## src/frbl_defines.vh

```
// register indices, field layout, reset values and sizes of the frame buffer length/level block
`ifndef FRBL_DEFINES_VH
`define FRBL_DEFINES_VH

// register indices on the host register port
`define FRBL_ADDR_W            4
`define FRBL_IDX_PHY_STATUS    4'h0
`define FRBL_IDX_FILL_LOW      4'h1
`define FRBL_IDX_FILL_HIGH     4'h2
`define FRBL_IDX_RXLEN_HIGH    4'h3
`define FRBL_IDX_RXLEN_LOW     4'h4
`define FRBL_IDX_TXLEN_HIGH    4'h5
`define FRBL_IDX_TXLEN_LOW     4'h6
`define FRBL_IDX_RXBUF_FIRST   4'h7
`define FRBL_IDX_RXBUF_LAST    4'h8
`define FRBL_IDX_TXBUF_FIRST   4'h9
`define FRBL_IDX_TXBUF_LAST    4'ha
`define FRBL_IDX_THR_LOW       4'hb
`define FRBL_IDX_THR_HIGH      4'hc

// field layout
`define FRBL_LEN_W             11
`define FRBL_UPPER_W           3
`define FRBL_UNDERRUN_BIT      0

// reset values
`define FRBL_RST_BYTE          8'h00
`define FRBL_RST_LEN           11'h000
`define FRBL_RST_THR           11'h000

// answer to an unmapped index
`define FRBL_UNMAPPED_DATA     8'h00

// octet fifo in the receive store path
`define FRBL_FIFO_DEPTH        4
`define FRBL_FIFO_AW           2

`endif

```

## src/frbl_regs.v

```verilog
// frame buffer length, level and underrun registers of one baseband core
//
// Contract
// - the underrun bit is set while transmitting when the last host write address is below the core read address, and the transmit start command clears it.
// - the fill level is shown as its eight low bits in one register and its three upper bits in another.
// - the received length registers change only on a valid header, are read-only and reset to zero.
// - the receive frame start interrupt is not raised when the decoded length is zero.
// - the received length is 11 bits, upper three in bits 2..0 of the high byte, bits 7..3 reading zero.
// - the transmit length is 11 host-writable bits, only bits 2..0 of its high byte writable, reset zero.
// - a new level threshold takes effect only when its high byte is written; the low byte is staged.
// - the fill level counts octets read by the core from the transmit buffer or stored to the receive buffer.
// - the level interrupt fires once the stored receive octet count exceeds the committed threshold.
`default_nettype none
`include "frbl_defines.vh"

module frbl_regs (
  // clock and reset
  input  wire                      clock,
  input  wire                      rst,
  // host register port
  input  wire [`FRBL_ADDR_W-1:0]   host_addr,
  input  wire                      host_wr_en,
  input  wire [7:0]                host_wdata,
  input  wire                      host_rd_en,
  input  wire                      host_block_start,
  output reg  [7:0]                host_rdata_reg,
  // host writes into the transmit buffer
  input  wire                      host_buf_wr,
  input  wire [`FRBL_LEN_W-1:0]    host_buf_wr_addr,
  // commands
  input  wire                      cmd_tx_start,
  input  wire                      cmd_rx_start,
  input  wire                      tx_active,
  // core transmit buffer reads
  input  wire                      core_tx_rd,
  input  wire [`FRBL_LEN_W-1:0]    core_tx_rd_addr,
  // core receive octets and header
  input  wire                      rx_octet_valid,
  input  wire [7:0]                rx_octet_data,
  output wire                      rx_octet_ready,
  input  wire                      phr_valid,
  input  wire [`FRBL_LEN_W-1:0]    phr_length,
  // receive buffer store port
  output reg                       store_valid_reg,
  output reg  [7:0]                store_data_reg,
  input  wire                      store_ready,
  // values seen by the core
  output reg  [`FRBL_LEN_W-1:0]    tx_length_reg,
  output reg  [7:0]                rx_buffer_first_reg,
  output reg  [7:0]                rx_buffer_last_reg,
  output reg  [7:0]                tx_buffer_first_reg,
  output reg  [7:0]                tx_buffer_last_reg,
  // events
  output reg                       tx_underrun_flag_reg,
  output reg                       rx_frame_start_irq_reg,
  output reg                       level_irq_reg
);

  // state
  reg  [`FRBL_LEN_W-1:0]  buffer_fill_level_reg;
  reg  [`FRBL_LEN_W-1:0]  fill_snap_reg;
  reg  [`FRBL_LEN_W-1:0]  rx_length_reg;
  reg  [7:0]              threshold_low_byte_reg;
  reg  [`FRBL_LEN_W-1:0]  level_irq_threshold_reg;
  reg  [`FRBL_LEN_W-1:0]  spi_addr_reg;
  reg                     spi_addr_neg_reg;
  reg  [`FRBL_LEN_W-1:0]  core_addr_reg;
  reg                     core_seen_reg;
  reg                     rx_mode_reg;
  reg                     level_fired_reg;

  // fifo draining side
  wire                    fifo_out_valid;
  wire [7:0]              fifo_out_data;
  wire                    fifo_out_ready;
  wire                    store_done;
  wire                    wr_txlen_low;
  wire                    underrun_set;
  wire [`FRBL_LEN_W-1:0]  fill_inc;

  // a one-entry output stage keeps the store port straight from flops
  assign fifo_out_ready = ~store_valid_reg | store_ready;
  assign store_done     = store_valid_reg & store_ready;
  assign wr_txlen_low   = host_wr_en & (host_addr == `FRBL_IDX_TXLEN_LOW);
  assign fill_inc       = buffer_fill_level_reg + 1'b1;

  // the negative flag, set at reset and after a length low-byte write, stands for host address minus one
  assign underrun_set = tx_active & core_seen_reg &
                        (spi_addr_neg_reg | (spi_addr_reg < core_addr_reg));

  frbl_fifo #(
    .WIDTH (8),
    .DEPTH (`FRBL_FIFO_DEPTH),
    .AW    (`FRBL_FIFO_AW)
  ) u_rx_fifo (
    .clock     (clock),
    .rst       (rst),
    .clear     (cmd_rx_start),
    .in_valid  (rx_octet_valid),
    .in_data   (rx_octet_data),
    .in_ready  (rx_octet_ready),
    .out_valid (fifo_out_valid),
    .out_data  (fifo_out_data),
    .out_ready (fifo_out_ready)
  );

  // store stage
  always @(posedge clock or posedge rst) begin
    if (rst) begin
      store_valid_reg <= 1'b0;
      store_data_reg  <= `FRBL_RST_BYTE;
    end else if (cmd_rx_start) begin
      store_valid_reg <= 1'b0;
    end else if (fifo_out_ready) begin
      store_valid_reg <= fifo_out_valid;
      if (fifo_out_valid)
        store_data_reg <= fifo_out_data;
    end
  end

  // host-side tracking of the last transmit buffer write
  always @(posedge clock or posedge rst) begin
    if (rst) begin
      spi_addr_reg     <= {`FRBL_LEN_W{1'b0}};
      spi_addr_neg_reg <= 1'b1;
    end else if (host_buf_wr) begin
      spi_addr_reg     <= host_buf_wr_addr;
      spi_addr_neg_reg <= 1'b0;
    end else if (wr_txlen_low) begin
      spi_addr_neg_reg <= 1'b1;
    end
  end

  // core-side tracking of the last transmit buffer read
  always @(posedge clock or posedge rst) begin
    if (rst) begin
      core_addr_reg <= {`FRBL_LEN_W{1'b0}};
      core_seen_reg <= 1'b0;
    end else if (cmd_tx_start) begin
      core_seen_reg <= 1'b0;
    end else if (core_tx_rd) begin
      core_addr_reg <= core_tx_rd_addr;
      core_seen_reg <= 1'b1;
    end
  end

  // sticky underrun; a set in the same cycle as a clear wins so no event is lost
  always @(posedge clock or posedge rst) begin
    if (rst)
      tx_underrun_flag_reg <= 1'b0;
    else if (underrun_set)
      tx_underrun_flag_reg <= 1'b1;
    else if (cmd_tx_start | wr_txlen_low)
      tx_underrun_flag_reg <= 1'b0;
  end

  // fill level gauge; rx mode counts stores, tx mode counts core reads
  always @(posedge clock or posedge rst) begin
    if (rst) begin
      buffer_fill_level_reg <= {`FRBL_LEN_W{1'b0}};
      rx_mode_reg           <= 1'b0;
    end else if (cmd_rx_start) begin
      buffer_fill_level_reg <= {`FRBL_LEN_W{1'b0}};
      rx_mode_reg           <= 1'b1;
    end else if (cmd_tx_start) begin
      buffer_fill_level_reg <= {`FRBL_LEN_W{1'b0}};
      rx_mode_reg           <= 1'b0;
    end else if (rx_mode_reg ? store_done : core_tx_rd) begin
      buffer_fill_level_reg <= fill_inc;
    end
  end

  // snapshot at the head of a block read keeps both bytes from one count
  always @(posedge clock or posedge rst) begin
    if (rst)
      fill_snap_reg <= {`FRBL_LEN_W{1'b0}};
    else if (host_block_start)
      fill_snap_reg <= buffer_fill_level_reg;
  end

  // received length, only on a valid header
  always @(posedge clock or posedge rst) begin
    if (rst) begin
      rx_length_reg          <= `FRBL_RST_LEN;
      rx_frame_start_irq_reg <= 1'b0;
    end else begin
      rx_frame_start_irq_reg <= 1'b0;
      if (phr_valid) begin
        rx_length_reg          <= phr_length;
        rx_frame_start_irq_reg <= (phr_length != {`FRBL_LEN_W{1'b0}});
      end
    end
  end

  // threshold: low byte staged, committed with the high byte
  always @(posedge clock or posedge rst) begin
    if (rst) begin
      threshold_low_byte_reg  <= `FRBL_RST_BYTE;
      level_irq_threshold_reg <= `FRBL_RST_THR;
    end else if (host_wr_en) begin
      if (host_addr == `FRBL_IDX_THR_LOW)
        threshold_low_byte_reg <= host_wdata;
      if (host_addr == `FRBL_IDX_THR_HIGH)
        level_irq_threshold_reg <= {host_wdata[`FRBL_UPPER_W-1:0],
                                    threshold_low_byte_reg};
    end
  end

  // level interrupt fires once per receive, when the count first exceeds the threshold
  always @(posedge clock or posedge rst) begin
    if (rst) begin
      level_irq_reg   <= 1'b0;
      level_fired_reg <= 1'b0;
    end else begin
      level_irq_reg <= 1'b0;
      if (cmd_rx_start) begin
        level_fired_reg <= 1'b0;
      end else if (rx_mode_reg & store_done & ~level_fired_reg &
                   (fill_inc > level_irq_threshold_reg)) begin
        level_irq_reg   <= 1'b1;
        level_fired_reg <= 1'b1;
      end
    end
  end

  // host-writable configuration
  always @(posedge clock or posedge rst) begin
    if (rst) begin
      tx_length_reg       <= `FRBL_RST_LEN;
      rx_buffer_first_reg <= `FRBL_RST_BYTE;
      rx_buffer_last_reg  <= `FRBL_RST_BYTE;
      tx_buffer_first_reg <= `FRBL_RST_BYTE;
      tx_buffer_last_reg  <= `FRBL_RST_BYTE;
    end else if (host_wr_en) begin
      case (host_addr)
        `FRBL_IDX_TXLEN_HIGH:
          tx_length_reg[`FRBL_LEN_W-1:8] <= host_wdata[`FRBL_UPPER_W-1:0];
        `FRBL_IDX_TXLEN_LOW:
          tx_length_reg[7:0] <= host_wdata;
        `FRBL_IDX_RXBUF_FIRST:
          rx_buffer_first_reg <= host_wdata;
        `FRBL_IDX_RXBUF_LAST:
          rx_buffer_last_reg <= host_wdata;
        `FRBL_IDX_TXBUF_FIRST:
          tx_buffer_first_reg <= host_wdata;
        `FRBL_IDX_TXBUF_LAST:
          tx_buffer_last_reg <= host_wdata;
        default: begin
        end
      endcase
    end
  end

  // read mux, registered; upper bytes pad with zeros
  always @(posedge clock or posedge rst) begin
    if (rst) begin
      host_rdata_reg <= `FRBL_RST_BYTE;
    end else if (host_rd_en) begin
      case (host_addr)
        `FRBL_IDX_PHY_STATUS:
          host_rdata_reg <= {7'h00, tx_underrun_flag_reg};
        `FRBL_IDX_FILL_LOW:
          host_rdata_reg <= fill_snap_reg[7:0];
        `FRBL_IDX_FILL_HIGH:
          host_rdata_reg <= {5'h00, fill_snap_reg[`FRBL_LEN_W-1:8]};
        `FRBL_IDX_RXLEN_HIGH:
          host_rdata_reg <= {5'h00, rx_length_reg[`FRBL_LEN_W-1:8]};
        `FRBL_IDX_RXLEN_LOW:
          host_rdata_reg <= rx_length_reg[7:0];
        `FRBL_IDX_TXLEN_HIGH:
          host_rdata_reg <= {5'h00, tx_length_reg[`FRBL_LEN_W-1:8]};
        `FRBL_IDX_TXLEN_LOW:
          host_rdata_reg <= tx_length_reg[7:0];
        `FRBL_IDX_RXBUF_FIRST:
          host_rdata_reg <= rx_buffer_first_reg;
        `FRBL_IDX_RXBUF_LAST:
          host_rdata_reg <= rx_buffer_last_reg;
        `FRBL_IDX_TXBUF_FIRST:
          host_rdata_reg <= tx_buffer_first_reg;
        `FRBL_IDX_TXBUF_LAST:
          host_rdata_reg <= tx_buffer_last_reg;
        `FRBL_IDX_THR_LOW:
          host_rdata_reg <= threshold_low_byte_reg;
        `FRBL_IDX_THR_HIGH:
          host_rdata_reg <= {5'h00, level_irq_threshold_reg[`FRBL_LEN_W-1:8]};
        default:
          host_rdata_reg <= `FRBL_UNMAPPED_DATA;
      endcase
    end
  end

endmodule // frbl_regs

`default_nettype wire

```

## src/frbl_fifo.v

```verilog
// small parameterised fifo with valid/ready on both sides and registered flags
`default_nettype none

module frbl_fifo #(
  parameter WIDTH = 8,
  parameter DEPTH = 4,
  parameter AW    = 2
) (
  // clock and reset
  input  wire             clock,
  input  wire             rst,
  input  wire             clear,
  // filling side
  input  wire             in_valid,
  input  wire [WIDTH-1:0] in_data,
  output reg              in_ready,
  // draining side
  output reg              out_valid,
  output wire [WIDTH-1:0] out_data,
  input  wire             out_ready
);

  reg  [WIDTH-1:0] mem [0:DEPTH-1];
  reg  [AW-1:0]    wr_ptr_reg;
  reg  [AW-1:0]    rd_ptr_reg;
  reg  [AW:0]      count_reg;
  reg  [AW:0]      count_next;
  wire             push;
  wire             pop;

  assign push     = in_valid & in_ready;
  assign pop      = out_valid & out_ready;
  assign out_data = mem[rd_ptr_reg];

  always @* begin
    count_next = count_reg;
    if (push & ~pop)
      count_next = count_reg + 1'b1;
    else if (pop & ~push)
      count_next = count_reg - 1'b1;
  end

  always @(posedge clock) begin
    if (push)
      mem[wr_ptr_reg] <= in_data;
  end

  // flags come from flops so neither side sees a combinational path through the other
  always @(posedge clock or posedge rst) begin
    if (rst) begin
      wr_ptr_reg <= {AW{1'b0}};
      rd_ptr_reg <= {AW{1'b0}};
      count_reg  <= {(AW+1){1'b0}};
      in_ready   <= 1'b0;
      out_valid  <= 1'b0;
    end else if (clear) begin
      wr_ptr_reg <= {AW{1'b0}};
      rd_ptr_reg <= {AW{1'b0}};
      count_reg  <= {(AW+1){1'b0}};
      in_ready   <= 1'b1;
      out_valid  <= 1'b0;
    end else begin
      if (push)
        wr_ptr_reg <= (wr_ptr_reg == DEPTH[AW-1:0] - 1'b1) ? {AW{1'b0}} : wr_ptr_reg + 1'b1;
      if (pop)
        rd_ptr_reg <= (rd_ptr_reg == DEPTH[AW-1:0] - 1'b1) ? {AW{1'b0}} : rd_ptr_reg + 1'b1;
      count_reg <= count_next;
      in_ready  <= (count_next != DEPTH[AW:0]);
      out_valid <= (count_next != {(AW+1){1'b0}});
    end
  end

endmodule // frbl_fifo

`default_nettype wire

```

## config.mk

```make
export PLATFORM = sky130hd
export DESIGN_NAME = frbl_regs
export DESIGN_NICKNAME = d
export VERILOG_FILES = /design/src/frbl_regs.v /design/src/frbl_fifo.v
export VERILOG_INCLUDE_DIRS = /design/src
export SDC_FILE = /design/constraint.sdc
export NUM_CORES = 1
export LEC_CHECK = 0
export BUFFER_PORTS_ARGS = -buffer_cell sky130_fd_sc_hd__buf_2
export CAP_MARGIN = 40
export CORE_ASPECT_RATIO = 0.5
export CORE_MARGIN = 2
export CORE_UTILIZATION = 42
export CTS_BUF_LIST = sky130_fd_sc_hd__clkbuf_16
export DETAILED_ROUTE_END_ITERATION = 7
export PLACE_DENSITY = 0.62
export SLEW_MARGIN = 15
export SYNTH_ARGS = -nofsm -noshare
export SYNTH_HDL_FRONTEND = slang
export SYNTH_SLANG_ARGS = --single-unit
```

## constraint.sdc

```tcl
create_clock -name clock -period 8.9 [get_ports clock]
set_input_delay 1.78 -clock clock [delete_from_list [all_inputs] [get_ports clock]]
set_output_delay 1.78 -clock clock [all_outputs]
set_load 0.02 [all_outputs]
```

==> run_results.csv <==
group,metric,value,unit
detailed_routing,wl,20830,um
detailed_routing,wl_per_cell,19.71,um
yosys,syn_nets,750,
place,io_buffers,129,
clock_tree,hold_buffers,0,
clock_tree,clk_latency,0.44,ns
yosys,yosysMostFrequentCell,"dfrtp_1",
global_route,grt_max_degree,64,
global_route,met1_usage,29.68,%
layout,largest_reg_flops,32,
global_route,gr-max-usage-layer,"met2",
timing,worst_slack,5.517,ns
die,core.rowCount,36,
die,initial_core_util,43.24,%
layout,n_antenna_cell,0,
timing,setup_viol,0,
clock_tree,cts_setup_buffers,0,
critical_path,worstPathArrival,3.70,ns
place,placed_cell_area,9378,um2
layout,regArea,4716,um2
clock_tree,cts_tree,"done",
die,die-area,21490,um2
detailed_routing,routed-via-count,5750,
critical_path,crit_path_start,"host_addr[2]",
place,gp_congestion,0.8574,
clock_tree,clk_pin_slew,0.07,ns
yosys,netlist_instances,655,
yosys,synth-edff-count,32,
yosys,synth_area_per_cell,13.00,um2
yosys,synth_common_cells,"149 x dfrtp_1, 108 x mux2_2, 38 x inv_1, 32 x edfxtp_1",
critical_path,crit_type,"input port to flop",
yosys,synth_top_area_share,43.80,%
place,hpwlAfterDp,15220,um
yosys,synthArstFlopShare,82.42,%
timing,slew_viol_final,0,
timing,timing.fmax,295.6,MHz
timing,hold_viol_final,0,
yosys,yosys_warnings,0,
clock_tree,cts.repair.resized,0,
timing,finalCritPeriodShare,38.02,%
die,die_h,104.7,um
worst_hold_path,hold_path_class,"flop to flop",
timing,slew_headroom,41.51,%
global_route,grt_use_met2,30.50,%
yosys,yosysTopAreaCell,"dfrtp_1",
pwr,p_per_area,239.3,nW/um2
timing,rsz0062_at_grt,"false",
place,place_ws,5.120,ns
layout,synthToLayoutAreaGrowth,16.52,%
yosys,syn_area,8512,um2
die,core_area,19680,um2
timing,worst_slew_pin_slew,0.8774,ns
critical_path,critPathRequiredTime,9.22,ns
layout,nets,873,
layout,postLayoutCellArea,9918,um2
detailed_routing,drc,0,
global_route,grt.total_usage,20.31,%
timing,finalSetupTns,0,ns
global_route,grt_pass1_vias,5678,
critical_path,r2r_start,"buffer_fill_level_reg[0]",
timing,fin_worst_skew,0.009160,ns
layout,layout-drive-gt1-share,37.55,%
yosys,synth.distinct_cells,70,
yosys,ys_seq_area_share,55.40,%
clock_tree,cts_buffers,17,
layout,n_fill_cell,1707,
die,io_pins,130,
clock_tree,tritoncts_num_sinks,182,
global_route,gr-total-overflow,0,
timing,period_needed,3.383,ns
detailed_routing,drt_pass1_iterations,5,
global_route,grt_pass1_wl,33060,um
detailed_routing,ant_nets,0,
critical_path,cp-end-kind,"flop",
flow_run,maxCapViolations,0,
clock_tree,cts-root-buf,"clkbuf_16",
yosys,synth_ff_type,"dfrtp_1",
layout,multi_input_area,3493,um2
global_route,antenna_found_initial,0,
clock_tree,cts_buffer_depth,2,
die,die_w,205.3,um
layout,stdcell_count,1057,
critical_path,cp_max_fo,21,
place,dp.cells,1025,
yosys,synth_top_cells_by_area,"dfrtp_1 44%, mux2_2 14%, edfxtp_1 11%",
detailed_routing,avgViaCountPerCell,5.440,
global_route,grtUsageMet3,4.180,%
critical_path,critPathLaunchType,"input port",
run_status,status,"finished, final reports clean",
layout,top_register,"u_rx_fifo.mem",
worst_hold_path,min_from,"level_fired_reg",
clock_tree,htreeDepth,4,
pwr,p_leak,4.443,nW
pwr,ir_worst_vdd,0.0001188,V
yosys,ys_seq_elements,182,
detailed_routing,drtIter0Drc,286,
-- power breakdown --
group          internal, mW  switching, mW  leakage, nW
Combinational         0.248          0.301         2.01
Clock                 0.363          0.344        0.265
Sequential            0.984          0.132         2.17
Total                  1.60          0.778         4.44
-- per-layer routing --
layer,part of all wire (%),wire (um)
met1,49,10300
met2,45,9405
met3,4.2,871
met4,1.2,257
met5,0,0
-- area by class of cell --
cell class / instances / area share (%)
Clock buffer: 17 / 4.289
Clock inverter: 15 / 1.161
Inverter: 38 / 1.489
Multi-Input combinational cell: 407 / 35.22
Sequential cell: 182 / 47.55
Tap cell: 266 / 3.356
Timing Repair Buffer: 132 / 6.938
-- final timing paths --
check	slack, ns	endpoint	depth (start not counted)
setup / recovery	5.52	rx_buffer_first_reg[4]	5
max in group asynchronous	6.14	spi_addr_reg[7]	4
hold / removal	0.48	level_fired_reg	1
setup reg to reg	5.99	level_fired_reg	11
min in group asynchronous	1.30	spi_addr_reg[2]	2
hold reg to reg	0.48	level_fired_reg	1
-- stage by stage --
step	hold WS, ns	utilization [%]	total power [mW]
floorplan	0.4408	-	1.476
detailed placement	0.4703	47.64	1.685
global placement	0.4548	47.50	1.668
finish	0.4805	50.39	2.374
CTS	0.4859	50.39	2.403
global route	0.4971	50.39	2.507
-- worst max-delay path: stages --
cell     delay [ns]
buf_2          0.30
nor2b_1        0.62
nand2_1        0.18
nor2_2         0.42
mux2_2         0.39
-- layout by cell type, fill, tap and decap left out, drive strengths merged, types with 9 or more instances in the layout --
master,Yosys,final
edfxtp,32,32
dfrtp,149,149
and3,9,9
inv,38,47
clkbuf,7,17
nand2,33,33
mux2i,9,9
buf,21,132
a21oi,17,17
ha,29,29
a22o,14,14
mux2,109,109
o21ai,23,23
nor2,27,27
nand3,15,15
-- cell families after synthesis --
family	count (synthesis)	share of synthesized area (%)
simple gates	130	8.584
flops	182	55.40
fa+ha+maj	29	4.263
xor+xnor	12	1.235
buf+inv	66	3.557
compound gates	110	9.320
mux	126	17.64
(Power assumes the default switching activity.)
